## src/rcu_pkg.sv

```systemverilog
// Package of shared constants and types for the refresh control unit
package rcu_pkg;

  // ==========================================================
  // Register indices on the peripheral register port
  localparam logic [1:0] RCU_IDX_BASE     = 2'h0;
  localparam logic [1:0] RCU_IDX_INTERVAL = 2'h1;
  localparam logic [1:0] RCU_IDX_CONTROL  = 2'h2;
  localparam logic [1:0] RCU_IDX_ADDRESS  = 2'h3;

  // ==========================================================
  // Field layout
  localparam int RCU_CNT_W      = 9;
  localparam int RCU_ROW_W      = 12;
  localparam int RCU_BASE_W     = 7;
  localparam int RCU_ENABLE_BIT = 15;

  localparam logic [8:0]  RCU_CNT_RESET  = 9'h000;
  localparam logic [8:0]  RCU_CNT_ONE    = 9'h001;
  localparam logic [11:0] RCU_ROW_RESET  = 12'h000;
  localparam logic [6:0]  RCU_BASE_RESET = 7'h00;
  localparam logic [11:0] RCU_LFSR_TAPS  = 12'hE08;
  localparam logic [11:0] RCU_LFSR_STUCK = 12'hFFF;

  // ==========================================================
  // Register access request
  typedef struct packed {
    logic        wr;
    logic        rd;
    logic [1:0]  idx;
    logic [15:0] wdata;
  } rcu_reg_req_t;

  // Refresh address as driven on the bus
  typedef struct packed {
    logic [6:0]  base;
    logic [11:0] row;
    logic        bit0;
  } rcu_addr_t;

  // Bus ownership states
  typedef enum logic [1:0] {
    RCU_OWN_IDLE,
    RCU_OWN_HELD,
    RCU_OWN_RETURN,
    RCU_OWN_REFRESH
  } rcu_own_t;

endpackage

```

## src/rcu_interval.sv

```systemverilog
// Interval down-counter that raises periodic refresh requests
`timescale 1ns/1ps
module rcu_interval
  import rcu_pkg::*;
#(
  parameter int CNT_W = 9
)
(
  input  wire logic             ref_clk,
  input  wire logic             rst_n,
  input  wire logic             fall_edge,
  input  wire logic             enable,
  input  wire logic [CNT_W-1:0] reload,
  output logic      [CNT_W-1:0] count,
  output logic                  tick
);
  import rcu_pkg::*;

  // ==========================================================
  // Counter
  always_ff @(posedge ref_clk or negedge rst_n)
  begin
    if (!rst_n)
    begin
      count <= RCU_CNT_RESET;
      tick  <= 1'b0;
    end
    else if (!enable)
    begin
      count <= RCU_CNT_RESET;
      tick  <= 1'b0;
    end
    else if (fall_edge)
    begin
      // Zero after enable acts as a load, like one
      if (count == RCU_CNT_ONE || count == RCU_CNT_RESET)
      begin
        count <= reload;
        tick  <= (count == RCU_CNT_ONE);
      end
      else
      begin
        count <= count - RCU_CNT_ONE;
        tick  <= 1'b0;
      end
    end
    else
      tick <= 1'b0;
  end

endmodule

```

## src/rcu_row_lfsr.sv

```systemverilog
// Twelve-bit maximal-length row address counter
`timescale 1ns/1ps
module rcu_row_lfsr
  import rcu_pkg::*;
#(
  parameter int ROW_W = 12
)
(
  input  wire logic             ref_clk,
  input  wire logic             rst_n,
  input  wire logic             advance,
  output logic      [ROW_W-1:0] row
);
  import rcu_pkg::*;

  logic feedback;

  // ==========================================================
  // Xnor feedback so the all-zero reset value sits in the sequence
  assign feedback = ~(^(row & RCU_LFSR_TAPS));

  always_ff @(posedge ref_clk or negedge rst_n)
  begin
    if (!rst_n)
      row <= RCU_ROW_RESET;
    else if (advance)
      row <= {row[ROW_W-2:0], feedback};
  end

endmodule

```

## src/rcu_top.sv

```systemverilog
// Refresh control unit: registers, request logic, bus hold arbitration
// Behaviour
// - Base, interval and control registers plus a readable refresh address register.
// - Base register supplies upper seven address bits, any 8 Kbyte boundary.
// - Row counter wrap never carries into the base bits.
// - Interval counter decrements on every falling output clock edge.
// - At count one raise a request and reload from interval register.
// - Larger interval gives proportionally longer request spacing.
// - Enable bit read/write anytime, starts and stops refresh, resets zero.
// - Low nine control bits read live counter, ignore writes, reset zero.
// - Clearing enable clears the counter and its readback bits.
// - Address register holds row bits driven on next refresh; reset zero.
// - Address bit zero always reads and drives as one.
// - Keep hold acknowledge while hold request stays, absent refresh request.
// - Refresh request during hold drops hold acknowledge.
// - Refresh cycle starts only after hold request drops.
// - Hold after refresh start is acknowledged once refresh completes.
// - Row bits come from a maximal-length feedback shift counter.
// - Requests not queued; row advances only after a run refresh cycle.
// - Refresh drives upper byte enable high, or refresh strobe low, and A0 high.
// - Refresh outranks other cycles and hold; run as dummy read.
`timescale 1ns/1ps
module rcu_top
  import rcu_pkg::*;
#(
  parameter bit BUS_8BIT = 1'b0
)
(
  input  wire logic                ref_clk,
  input  wire logic                reset_n,
  input  wire logic                output_clock,
  input  wire rcu_pkg::rcu_reg_req_t reg_req,
  output logic              [15:0] reg_rdata,
  input  wire logic                hold_req,
  output logic                     hold_ack,
  input  wire logic                cpu_bus_req,
  output logic                     cpu_bus_grant,
  output logic                     refresh_cycle_start,
  input  wire logic                refresh_cycle_done,
  output logic                     refresh_busy,
  output rcu_pkg::rcu_addr_t       refresh_address,
  output logic                     dummy_read,
  output logic                     upper_byte_enable_n,
  output logic                     refresh_strobe_n
);
  import rcu_pkg::*;

  // ==========================================================
  // Reset release
  logic       rst_meta;
  logic       rst_n;

  always_ff @(posedge ref_clk or negedge reset_n)
  begin
    if (!reset_n)
    begin
      rst_meta <= 1'b0;
      rst_n    <= 1'b0;
    end
    else
    begin
      rst_meta <= 1'b1;
      rst_n    <= rst_meta;
    end
  end

  // ==========================================================
  // Pin synchronisers
  logic       clk_meta;
  logic       clk_sync;
  logic       clk_prev;
  logic       hold_meta;
  logic       hold_sync;
  logic       fall_edge;

  // Output clock: a third flop keeps the previous level for edge detection
  always_ff @(posedge ref_clk or negedge rst_n)
  begin
    if (!rst_n)
    begin
      clk_meta <= 1'b0;
      clk_sync <= 1'b0;
      clk_prev <= 1'b0;
    end
    else
    begin
      clk_meta <= output_clock;
      clk_sync <= clk_meta;
      clk_prev <= clk_sync;
    end
  end

  // ==========================================================
  // Hold request: a level, no edge needed
  always_ff @(posedge ref_clk or negedge rst_n)
  begin
    if (!rst_n)
    begin
      hold_meta <= 1'b0;
      hold_sync <= 1'b0;
    end
    else
    begin
      hold_meta <= hold_req;
      hold_sync <= hold_meta;
    end
  end

  // Flops reset low, so a pin idling high shows a rise, never a false fall
  assign fall_edge = clk_prev & ~clk_sync;

  // ==========================================================
  // Registers
  logic [6:0]  base_addr;
  logic [8:0]  interval;
  logic        enable;
  logic [8:0]  count;
  logic [11:0] row;
  logic        tick;

  function automatic logic is_write(input rcu_reg_req_t r, input logic [1:0] idx);
    is_write = r.wr && (r.idx == idx);
  endfunction

  // ==========================================================
  // Base register
  always_ff @(posedge ref_clk or negedge rst_n)
  begin
    if (!rst_n)
      base_addr <= RCU_BASE_RESET;
    else if (is_write(reg_req, RCU_IDX_BASE))
      base_addr <= reg_req.wdata[RCU_BASE_W-1:0];
  end

  // ==========================================================
  // Interval register: a new value counts from the next reload
  always_ff @(posedge ref_clk or negedge rst_n)
  begin
    if (!rst_n)
      interval <= RCU_CNT_RESET;
    else if (is_write(reg_req, RCU_IDX_INTERVAL))
      interval <= reg_req.wdata[RCU_CNT_W-1:0];
  end

  // ==========================================================
  // Enable: counter bits and reserved bits of the write are dropped
  always_ff @(posedge ref_clk or negedge rst_n)
  begin
    if (!rst_n)
      enable <= 1'b0;
    else if (is_write(reg_req, RCU_IDX_CONTROL))
      enable <= reg_req.wdata[RCU_ENABLE_BIT];
  end

  // ==========================================================
  // Readback
  function automatic logic [15:0] read_word(input logic [1:0] idx);
    unique case (idx)
      RCU_IDX_BASE:     read_word = {9'h000, base_addr};
      RCU_IDX_INTERVAL: read_word = {7'h00, interval};
      RCU_IDX_CONTROL:  read_word = {enable, 6'h00, count};
      RCU_IDX_ADDRESS:  read_word = {3'h0, row, 1'b1};
    endcase
  endfunction

  // Registered so the data output comes from flops; holds until the next read
  always_ff @(posedge ref_clk or negedge rst_n)
  begin
    if (!rst_n)
      reg_rdata <= 16'h0000;
    else if (reg_req.rd)
      reg_rdata <= read_word(reg_req.idx);
  end

  // ==========================================================
  // Interval counter and row counter
  rcu_interval #(
    .CNT_W (RCU_CNT_W)
  ) u_interval (
    .ref_clk   (ref_clk),
    .rst_n     (rst_n),
    .fall_edge (fall_edge),
    .enable    (enable),
    .reload    (interval),
    .count     (count),
    .tick      (tick)
  );

  rcu_row_lfsr #(
    .ROW_W (RCU_ROW_W)
  ) u_row (
    .ref_clk (ref_clk),
    .rst_n   (rst_n),
    .advance (refresh_cycle_done & refresh_busy),
    .row     (row)
  );

  // ==========================================================
  // Pending request: one deep, a new tick merges into it
  logic pending;
  logic take;

  always_ff @(posedge ref_clk or negedge rst_n)
  begin
    if (!rst_n)
      pending <= 1'b0;
    else if (!enable)
      pending <= 1'b0;
    else if (tick)
      pending <= 1'b1;
    else if (take)
      pending <= 1'b0;
  end

  // ==========================================================
  // Bus ownership
  rcu_own_t state;
  rcu_own_t next_state;

  always_comb
  begin
    next_state = state;
    take       = 1'b0;
    unique case (state)
      RCU_OWN_IDLE:
        // Refresh outranks hold and core cycles
        if (pending)
        begin
          next_state = RCU_OWN_REFRESH;
          take       = 1'b1;
        end
        else if (hold_sync)
          next_state = RCU_OWN_HELD;
      RCU_OWN_HELD:
        if (pending)
          next_state = RCU_OWN_RETURN;
        else if (!hold_sync)
          next_state = RCU_OWN_IDLE;
      RCU_OWN_RETURN:
        // Waits on the master; a master that never lets go stalls refresh
        if (!pending)
          next_state = hold_sync ? RCU_OWN_HELD : RCU_OWN_IDLE;
        else if (!hold_sync)
        begin
          next_state = RCU_OWN_REFRESH;
          take       = 1'b1;
        end
      RCU_OWN_REFRESH:
        if (refresh_cycle_done)
          next_state = hold_sync ? RCU_OWN_HELD : RCU_OWN_IDLE;
    endcase
  end

  always_ff @(posedge ref_clk or negedge rst_n)
  begin
    if (!rst_n)
      state <= RCU_OWN_IDLE;
    else
      state <= next_state;
  end

  // ==========================================================
  // Bus outputs
  // Acknowledge mirrors the held state, so it is never up during refresh
  always_ff @(posedge ref_clk or negedge rst_n)
  begin
    if (!rst_n)
      hold_ack <= 1'b0;
    else
      hold_ack <= (next_state == RCU_OWN_HELD);
  end

  // ==========================================================
  // Refresh cycle start
  always_ff @(posedge ref_clk or negedge rst_n)
  begin
    if (!rst_n)
      refresh_cycle_start <= 1'b0;
    else
      refresh_cycle_start <= take;
  end

  // ==========================================================
  // Refresh address: base kept apart from the row, so a row wrap never carries
  always_ff @(posedge ref_clk or negedge rst_n)
  begin
    if (!rst_n)
      refresh_address <= {RCU_BASE_RESET, RCU_ROW_RESET, 1'b1};
    else
      refresh_address <= {base_addr, row, 1'b1};
  end

  assign refresh_busy        = (state == RCU_OWN_REFRESH);
  assign dummy_read          = refresh_busy;
  assign cpu_bus_grant       = cpu_bus_req && (state == RCU_OWN_IDLE) && !pending;
  assign upper_byte_enable_n = refresh_busy;
  assign refresh_strobe_n    = ~(refresh_busy & BUS_8BIT);

endmodule

```

## config.mk

```make
export PLATFORM = sky130hd
export DESIGN_NAME = rcu_top
export DESIGN_NICKNAME = d
export VERILOG_FILES = /design/src/rcu_pkg.sv /design/src/rcu_interval.sv /design/src/rcu_row_lfsr.sv /design/src/rcu_top.sv
export SDC_FILE = /design/constraint.sdc
export NUM_CORES = 1
export LEC_CHECK = 0
export BUFFER_PORTS_ARGS = -buffer_cell sky130_fd_sc_hd__buf_2
export CAP_MARGIN = 15
export CORE_MARGIN = 2
export CORE_UTILIZATION = 51
export CTS_BUF_LIST = sky130_fd_sc_hd__clkbuf_8
export CTS_CLUSTER_SIZE = 8
export DETAILED_ROUTE_END_ITERATION = 10
export PLACE_DENSITY = 0.78
export SLEW_MARGIN = 5
export SYNTH_ARGS = -nofsm -noshare
export SYNTH_HDL_FRONTEND = slang
export SYNTH_SLANG_ARGS = --single-unit
```

## constraint.sdc

```tcl
create_clock -name ref_clk -period 2.28 [get_ports ref_clk]
set_input_delay 0.456 -clock ref_clk [delete_from_list [all_inputs] [get_ports ref_clk]]
set_output_delay 0.456 -clock ref_clk [all_outputs]
set_load 0.01 [all_outputs]
```

==> results of run 1 <==
[metal layers]
metal	GRT usage [%]	wire, µm	part of all wire, %
met5	0	0	0
met2	28.8	3010	47
met1	26.1	3040	47
met3	5.33	269	4.2
met4	7.10	107	1.7
[layout by cell type, fill, tap and decap left out, types with 3 or more instances in the layout]
master | Yosys | routed
a21oi_1 | 6 | 6
o21ai_0 | 5 | 5
a22oi_1 | 3 | 3
clkinv_4 | 0 | 3
nor2b_1 | 4 | 4
mux2i_1 | 6 | 6
ha_1 | 3 | 3
mux4_2 | 6 | 6
nor2_1 | 8 | 8
o311ai_0 | 3 | 3
dfrtp_1 | 84 | 83
clkinv_2 | 0 | 3
nand2_1 | 13 | 13
clkbuf_8 | 0 | 9
conb_1 | 2 | 5
inv_1 | 9 | 9
buf_2 | 4 | 58
buf_4 | 6 | 5
o22ai_1 | 4 | 4
o31ai_1 | 3 | 3
mux2_2 | 37 | 37
nand3_1 | 7 | 7
[power by group through the flow]
stage,Clock (W),Combinational (W),Sequential [W]
3_3_place_gp,0,0.000849,0.00188
6_report,0.000955,0.000866,0.00187
2_1_floorplan,0,0.000706,0.00187
5_1_grt,0.00104,0.000947,0.00190
3_5_place_dp,0,0.000857,0.00189
4_1_cts,0.000970,0.000866,0.00187
[registers in the layout, indices dropped and copies added, names as in the netlist]
name	count
clk_sync	1
hold_meta	1
u_row.row	12
refresh_cycle_start	1
state	2
base_addr	7
rst_meta	1
u_interval.tick	1
clk_meta	1
refresh_address	19
hold_sync	1
enable	1
pending	1
rst_n	1
interval	9
clk_prev	1
reg_rdata	14
u_interval.count	9
hold_ack	1
[through the flow]
step	total power, W	instances	hold WS (ns)	setup WS, ns	cell area (µm²)
2_1_floorplan	0.00258	256	0.160	0.419	3480
3_5_place_dp	0.00275	383	0.243	0.407	3800
4_1_cts	0.00370	400	0.194	0.389	3990
3_3_place_gp	0.00273	383	0.242	0.439	3800
5_1_grt	0.00389	400	0.181	0.272	3990
6_report	0.00369	400	0.204	0.369	3990
[kinds of logic (layout without fill, tap and decap cells)]
logic type               after synthesis  count (layout)  share of synthesized area, %
buffers and inverters                 25              89                          4.15
AND/OR/NAND/NOR                       53              53                          8.74
multiplexers                          49              49                          17.7
flip-flops                            84              84                          60.6
adder cells (fa/ha/maj)                3               3                          1.08
other                                  2               5                         0.217
AO/OA/AOI/OAI                         34              34                          6.75
XOR/XNOR                               3               3                         0.758
[worst min-delay path by stage]
stage | endpoint | slack [ns] | cells after the start
floorplan | rst_meta | 0.16 | 0
global placement | rst_meta | 0.24 | 1
detailed placement | rst_meta | 0.24 | 1
CTS | hold_meta | 0.19 | 1
global route | hold_meta | 0.18 | 1
finish | hold_meta | 0.20 | 1
[cell type report]
cell class | count | area [µm²]
sequential | 84 | 2110
fill | 555 | 2700
multi-input combinational | 147 | 1230
clock buffer | 9 | 124
timing repair buffer | 64 | 338
inverter | 9 | 33.8
tap | 80 | 100
clock inverter | 7 | 52.6
==> metrics.yaml, run 1 <==
status: "finished clean"
reg2reg_to: "u_interval.count[5]"
vias: 2144
period_share_pct: 83.8
p_clk_share_pct: 25.9
ys_types: 46
synth_top_area_cell: "dfrtp_1"
slew_headroom_pct: 62.0
die_h_um: 86.4
rsz0062_at_grt: "false"
power_frac_seq_pct: 50.6
clk_latency_ns: 0.36
drive_gt1_share_pct: 40.6
reg2reg_from: "u_interval.count[1]"
fin_tns_setup_ns: 0
cpPeakStageDelay_ns: 0.47
die_w_um: 86.4
cts_tree: "done"
cts_root_buf: "clkbuf_8"
synth_warnings: 0
io_buffer_count: 58
clkTransAtPathRegs_ns: 0.08
ys_top_cells_by_count: "84 x dfrtp_1, 37 x mux2_2, 13 x nand2_1"
comb_power_share_pct: 23.5
vias_per_cell: 5.36
cp_num_buf_inv: 1
synth_seq_cells: 84
diodes: 0
row_count: 30
synth.area.top_cells: "dfrtp_1 61%, mux2_2 12%, mux4_2 3.9%, mux2i_1 1.7%, nand2_1 1.4%"
synth-seq-area-share_pct: 60.6
clk_path_buf_depth: 2
routedWlPerCell_um: 16.1
grtUsageTotal_pct: 18.9
grt_pass1_wl_um: 10600
grt_max_degree: 39
async_flop_share_pct: 100
drv_cap: 0
routed_wl_um: 6430
clock.fmax_mhz: 523
io_pins: 69
cts_hold_buffers: 1
cts_resized: 0
endpoint_kind: "flip-flop"
synth_edf_count: 0
slew_viol_final: 0
worstMarginPinSlew_ns: 0.569
ir_worst_vdd_mv: 0.466
avgSynthCellArea_um2: 13.7
drc: 0
cts_sinks: 84
reg2reg_slack_ns: 0.37
start_util_pct: 51.9
report.final.setup_viol: 0
final.min_clock_period_ns: 1.91
postSynthCellCount: 253
critical_path.top_delay_family: "simple AND/OR/NAND/NOR gates"
cts-htree-levels: 3
fin_nets: 344
slowest_stage: "or4_1"
grt_pass1_vias: 2110
synth.cell_area_um2: 3470
crit_end: "u_interval.count[5]"
synth_top_cell_area_share_pct: 60.6
routabilityCongestion: 0.935
skew_ns: 0.00923
power_density_nw_per_um2: 925
ys.flop_type: "dfrtp_1"
start_kind: "flip-flop"
worstSetupStartpoint: "u_interval.count[1]"
yosysMostFrequentCell: "dfrtp_1"
p_leak_nw: 1.96
drt-pass1-iter-count: 4
critPathMaxFanout: 6
post_cts_buffers: 0
hold_path_class: "input pin to flip-flop"
first_iter_violations: 100
p_sw_share_pct: 32.2
hold_path_startpoint: "hold_req"
fp.dieArea_um2: 7470
reg2reg_depth: 6
p_sw_w: 0.00119
cts_made_buffers: 9
utilization_pct: 59.6
path_depth: 6
critical_path_class: "flip-flop to flip-flop"
antenna_found_initial: 0
post-dp-hpwl_um: 4470
internal-power_w: 0.00250
area_delta_synth_final_pct: 15.0
ant_nets: 0
hold_violations: 0
path_cells: "inv_1 -> ha_1 -> or2_1 -> and4_4 -> or4_1 -> nand3_1"
coreArea_um2: 6680
cp_data_arrival_time_ns: 2.21
overflow: 0
cp.required_ns: 2.57
(Power assumes the default switching activity.)
==> inputs of run 2 (changes only) <==
- ABC_AREA: unset -> 1
- CORE_UTILIZATION: 51 -> 57
- PLACE_DENSITY: 0.78 -> 0.82
- clock period: 2.28 -> 1.97 ns (I/O delays scaled with it)
==> run 2 against run 1 <==
Compared with the run above:
- via count up 28%
- utilization up 9.1 points
- clock-buffer cell count up 1
- sequential power up 27%
- register-to-register slack worse by 0.13 ns
- sequential share of layout area down 1.7 points
- first-iteration DRC count up 42%
- global-route usage up 4.6 points
- wire length up 17%
- final cell count up 32%
- worst setup slack worse by 0.13 ns
- critical endpoint is now u_interval.count[1]
- largest cell class unchanged
- largest power group unchanged
- highest routed layer unchanged
==> metrics.yaml, run 2 <==
synth_seq_cells: 84  # unchanged
period_share_pct: 87.8  # +4.0 points
cpPeakStageDelay_ns: 0.39  # -0.08 ns
path_cells: "inv_1 -> ha_1 -> nor2_1 -> nor2_2 -> nand2_4 -> nand2_1 -> nand3_1 -> o21ai_0"
synth_edf_count: 0  # unchanged
postSynthCellCount: 385  # +52%
ant_nets: 0  # unchanged
synth-seq-area-share_pct: 58.9  # -1.7 points
power_density_nw_per_um2: 1260  # +36%
grt_pass1_vias: 2680  # +27%
synth.area.top_cells: "dfrtp_1 59%, nand2_1 12%, inv_1 4.5%, o21ai_0 4.2%, nand3_1 3.6%"
holdWs_ns: 0.143  # -0.0605 ns
ys_types: 31  # -33%
p_leak_nw: 2.21  # +13%
ys.flop_type: "dfrtp_1"
drv_cap: 0  # unchanged
pre_cts_slack_ns: 0.262  # -0.145 ns
cp_num_buf_inv: 1  # unchanged
endpoint_kind: "flip-flop"
fp.dieArea_um2: 6910  # -7.5%
layout.cells.non_filler: 529  # +32%
hold_path_class: "input pin to flip-flop"
clkTransAtPathRegs_ns: 0.08  # about the same
clock.fmax_mhz: 578  # +10%
ys_top_cells_by_count: "117 x nand2_1, 84 x dfrtp_1, 43 x inv_1"
power_w: 0.00520  # +41%
largest_registers: "refresh_address: 19 flops, reg_rdata: 14 flops, u_row.row: 12 flops"
cp_data_arrival_time_ns: 1.99  # -0.22 ns
post-dp-hpwl_um: 5430  # +22%
regMostFlops: "refresh_address"
synth.cell_area_um2: 3570  # +2.9%
die_h_um: 83.1  # -3.8%
critical_path_class: "flip-flop to flip-flop"
diodes: 0  # unchanged
start_util_pct: 59.5  # +7.7 points
slowest_stage: "dfrtp_1"
grt_pass1_wl_um: 12800  # +22%
routed_wl_um: 7500  # +17%
cts_made_buffers: 9  # unchanged
vias_per_cell: 5.18  # -3.4%
area_delta_synth_final_pct: 15.4
cts_root_buf: "clkbuf_8"
synth_top_cell_area_share_pct: 58.9  # -1.7 points
antenna_found_initial: 0  # unchanged
setup_slack_ns: 0.240  # -0.129 ns
drt-pass1-iter-count: 4  # unchanged
final_common_cell: "nand2_1"
synth_top_area_cell: "dfrtp_1"
grt_max_degree: 37  # -5.1%
drive_gt1_share_pct: 20.3  # -20 points
first_iter_violations: 142  # +42%
routedWlPerCell_um: 14.2  # -12%
cp.required_ns: 2.23  # -0.34 ns
report.final.setup_viol: 0  # unchanged
cts_hold_buffers: 1  # unchanged
drc: 0  # unchanged
io_buffer_count: 58  # unchanged
io_pins: 69  # unchanged
post_cts_buffers: 0  # unchanged
synth_warnings: 0  # unchanged
fin_tns_setup_ns: 0  # unchanged
cts_resized: 0  # unchanged
critical_path.top_delay_family: "simple AND/OR/NAND/NOR gates"
overflow: 0  # unchanged
clk_path_buf_depth: 2  # unchanged
critPathMaxFanout: 10  # +4
skew_ns: 0.0102  # +0.00102 ns
cts_sinks: 84  # unchanged
most-common-layout-cells: "117 x nand2_1, 83 x dfrtp_1, 58 x buf_2"
final.min_clock_period_ns: 1.73  # -0.181 ns
start_kind: "flip-flop"
status: "finished clean"
vias: 2739  # +28%
placed_cells: 512  # +34%
ir_worst_vdd_mv: 0.667  # +43%
clk_latency_ns: 0.36  # about the same
rsz0062_at_grt: "false"
fin_nets: 478  # +39%
largest_reg_flops: 19  # unchanged
cts_tree: "done"
routabilityCongestion: 0.907  # -3.1%
coreArea_um2: 5990  # -10%
row_count: 28  # -6.7%
cts-htree-levels: 3  # unchanged
die_w_um: 83.1  # -3.8%
hold_violations: 0  # unchanged
slew_viol_final: 0  # unchanged
avgSynthCellArea_um2: 9.27  # -32%
async_flop_share_pct: 100  # unchanged
yosysMostFrequentCell: "nand2_1"
grtUsageTotal_pct: 23.5  # +4.6 points
[run 2: cell types whose count changed after synthesis, sizes merged, moves of 11 or more]
cell	before	now
o21ai	5	39
nand3	7	26
inv	9	45
mux2	37	0
nor2	8	19
nand2	13	121
[run 2: cells by family (layout without fill, tap and decap cells)]
group	count (synthesis)	in the layout	share of synthesized area (%)
AND/OR/NAND/NOR	176	176	22.4
XOR/XNOR	3	3	0.737
flip-flops	84	84	58.9
AO/OA/AOI/OAI	56	56	8.73
other	2	5	0.211
buffers and inverters	61	127	7.89
adder cells (fa/ha/maj)	3	3	1.05
[run 2: layout make-up]
cell class,instances,area [µm²]
clock buffers,10,138
clock inverters,6,56.3
fillers,494,1870
inverters,47,179
multi-input cells,243,1190
flip-flops and latches,84,2110
well taps,75,93.8
repair buffers,64,350
[run 2: path summary, 6_finish.rpt]
kind / cells after the start / to / from / slack, ns
worst max register to register: 8 / u_interval.count[1] / u_interval.count[1] / 0.24
min in group asynchronous: 0 / refresh_address[2] / rst_n / 0.25
max in group asynchronous: 1 / u_row.row[10] / rst_n / 1.12
worst max-delay path: 8 / u_interval.count[1] / u_interval.count[1] / 0.24
worst min register to register: 0 / refresh_address[2] / rst_n / 0.25
worst min-delay path: 1 / hold_meta / hold_req / 0.14
[run 2: worst reg2reg max path: cells and delay by family (launching register included)]
| kind | cells | cell delay (ns) |
|---|---|---|
| AOI/OAI and AO/OA | 1 | 0.10 |
| and+or+nand+nor | 5 | 0.74 |
| adders and majority gates | 1 | 0.21 |
| DFF | 1 | 0.39 |
| buffers and inverters | 1 | 0.20 |
[run 2: power by group]
group	total, W	internal (W)	switching (W)	leakage [nW]
combinational	0.00161	0.000611	0.000995	1.03
clock	0.00122	0.000612	0.000609	0.109
sequential	0.00237	0.00209	0.000284	1.07
total	0.00520	0.00331	0.00189	2.21
[run 2: through the flow]
step | instance area, µm² | utilization (%)
floorplan | 3580 | -
global placement | 3910 | 65.3
detailed placement | 3910 | 65.3
CTS | 4120 | 68.7
global route | 4120 | 68.7
finish | 4120 | 68.7
[run 2: layer usage]
layer  routed length (µm)  vias to the layer above  GRT usage (%)  share of wire (%)
met3                  385                       13           3.98                5.1
li1                     -                     1352              -                  -
met4                  131                        0           8.64                1.7
met5                    0                        -              0                  0
met2                 3690                       75           38.1                 49
met1                 3290                     1299           32.1                 44
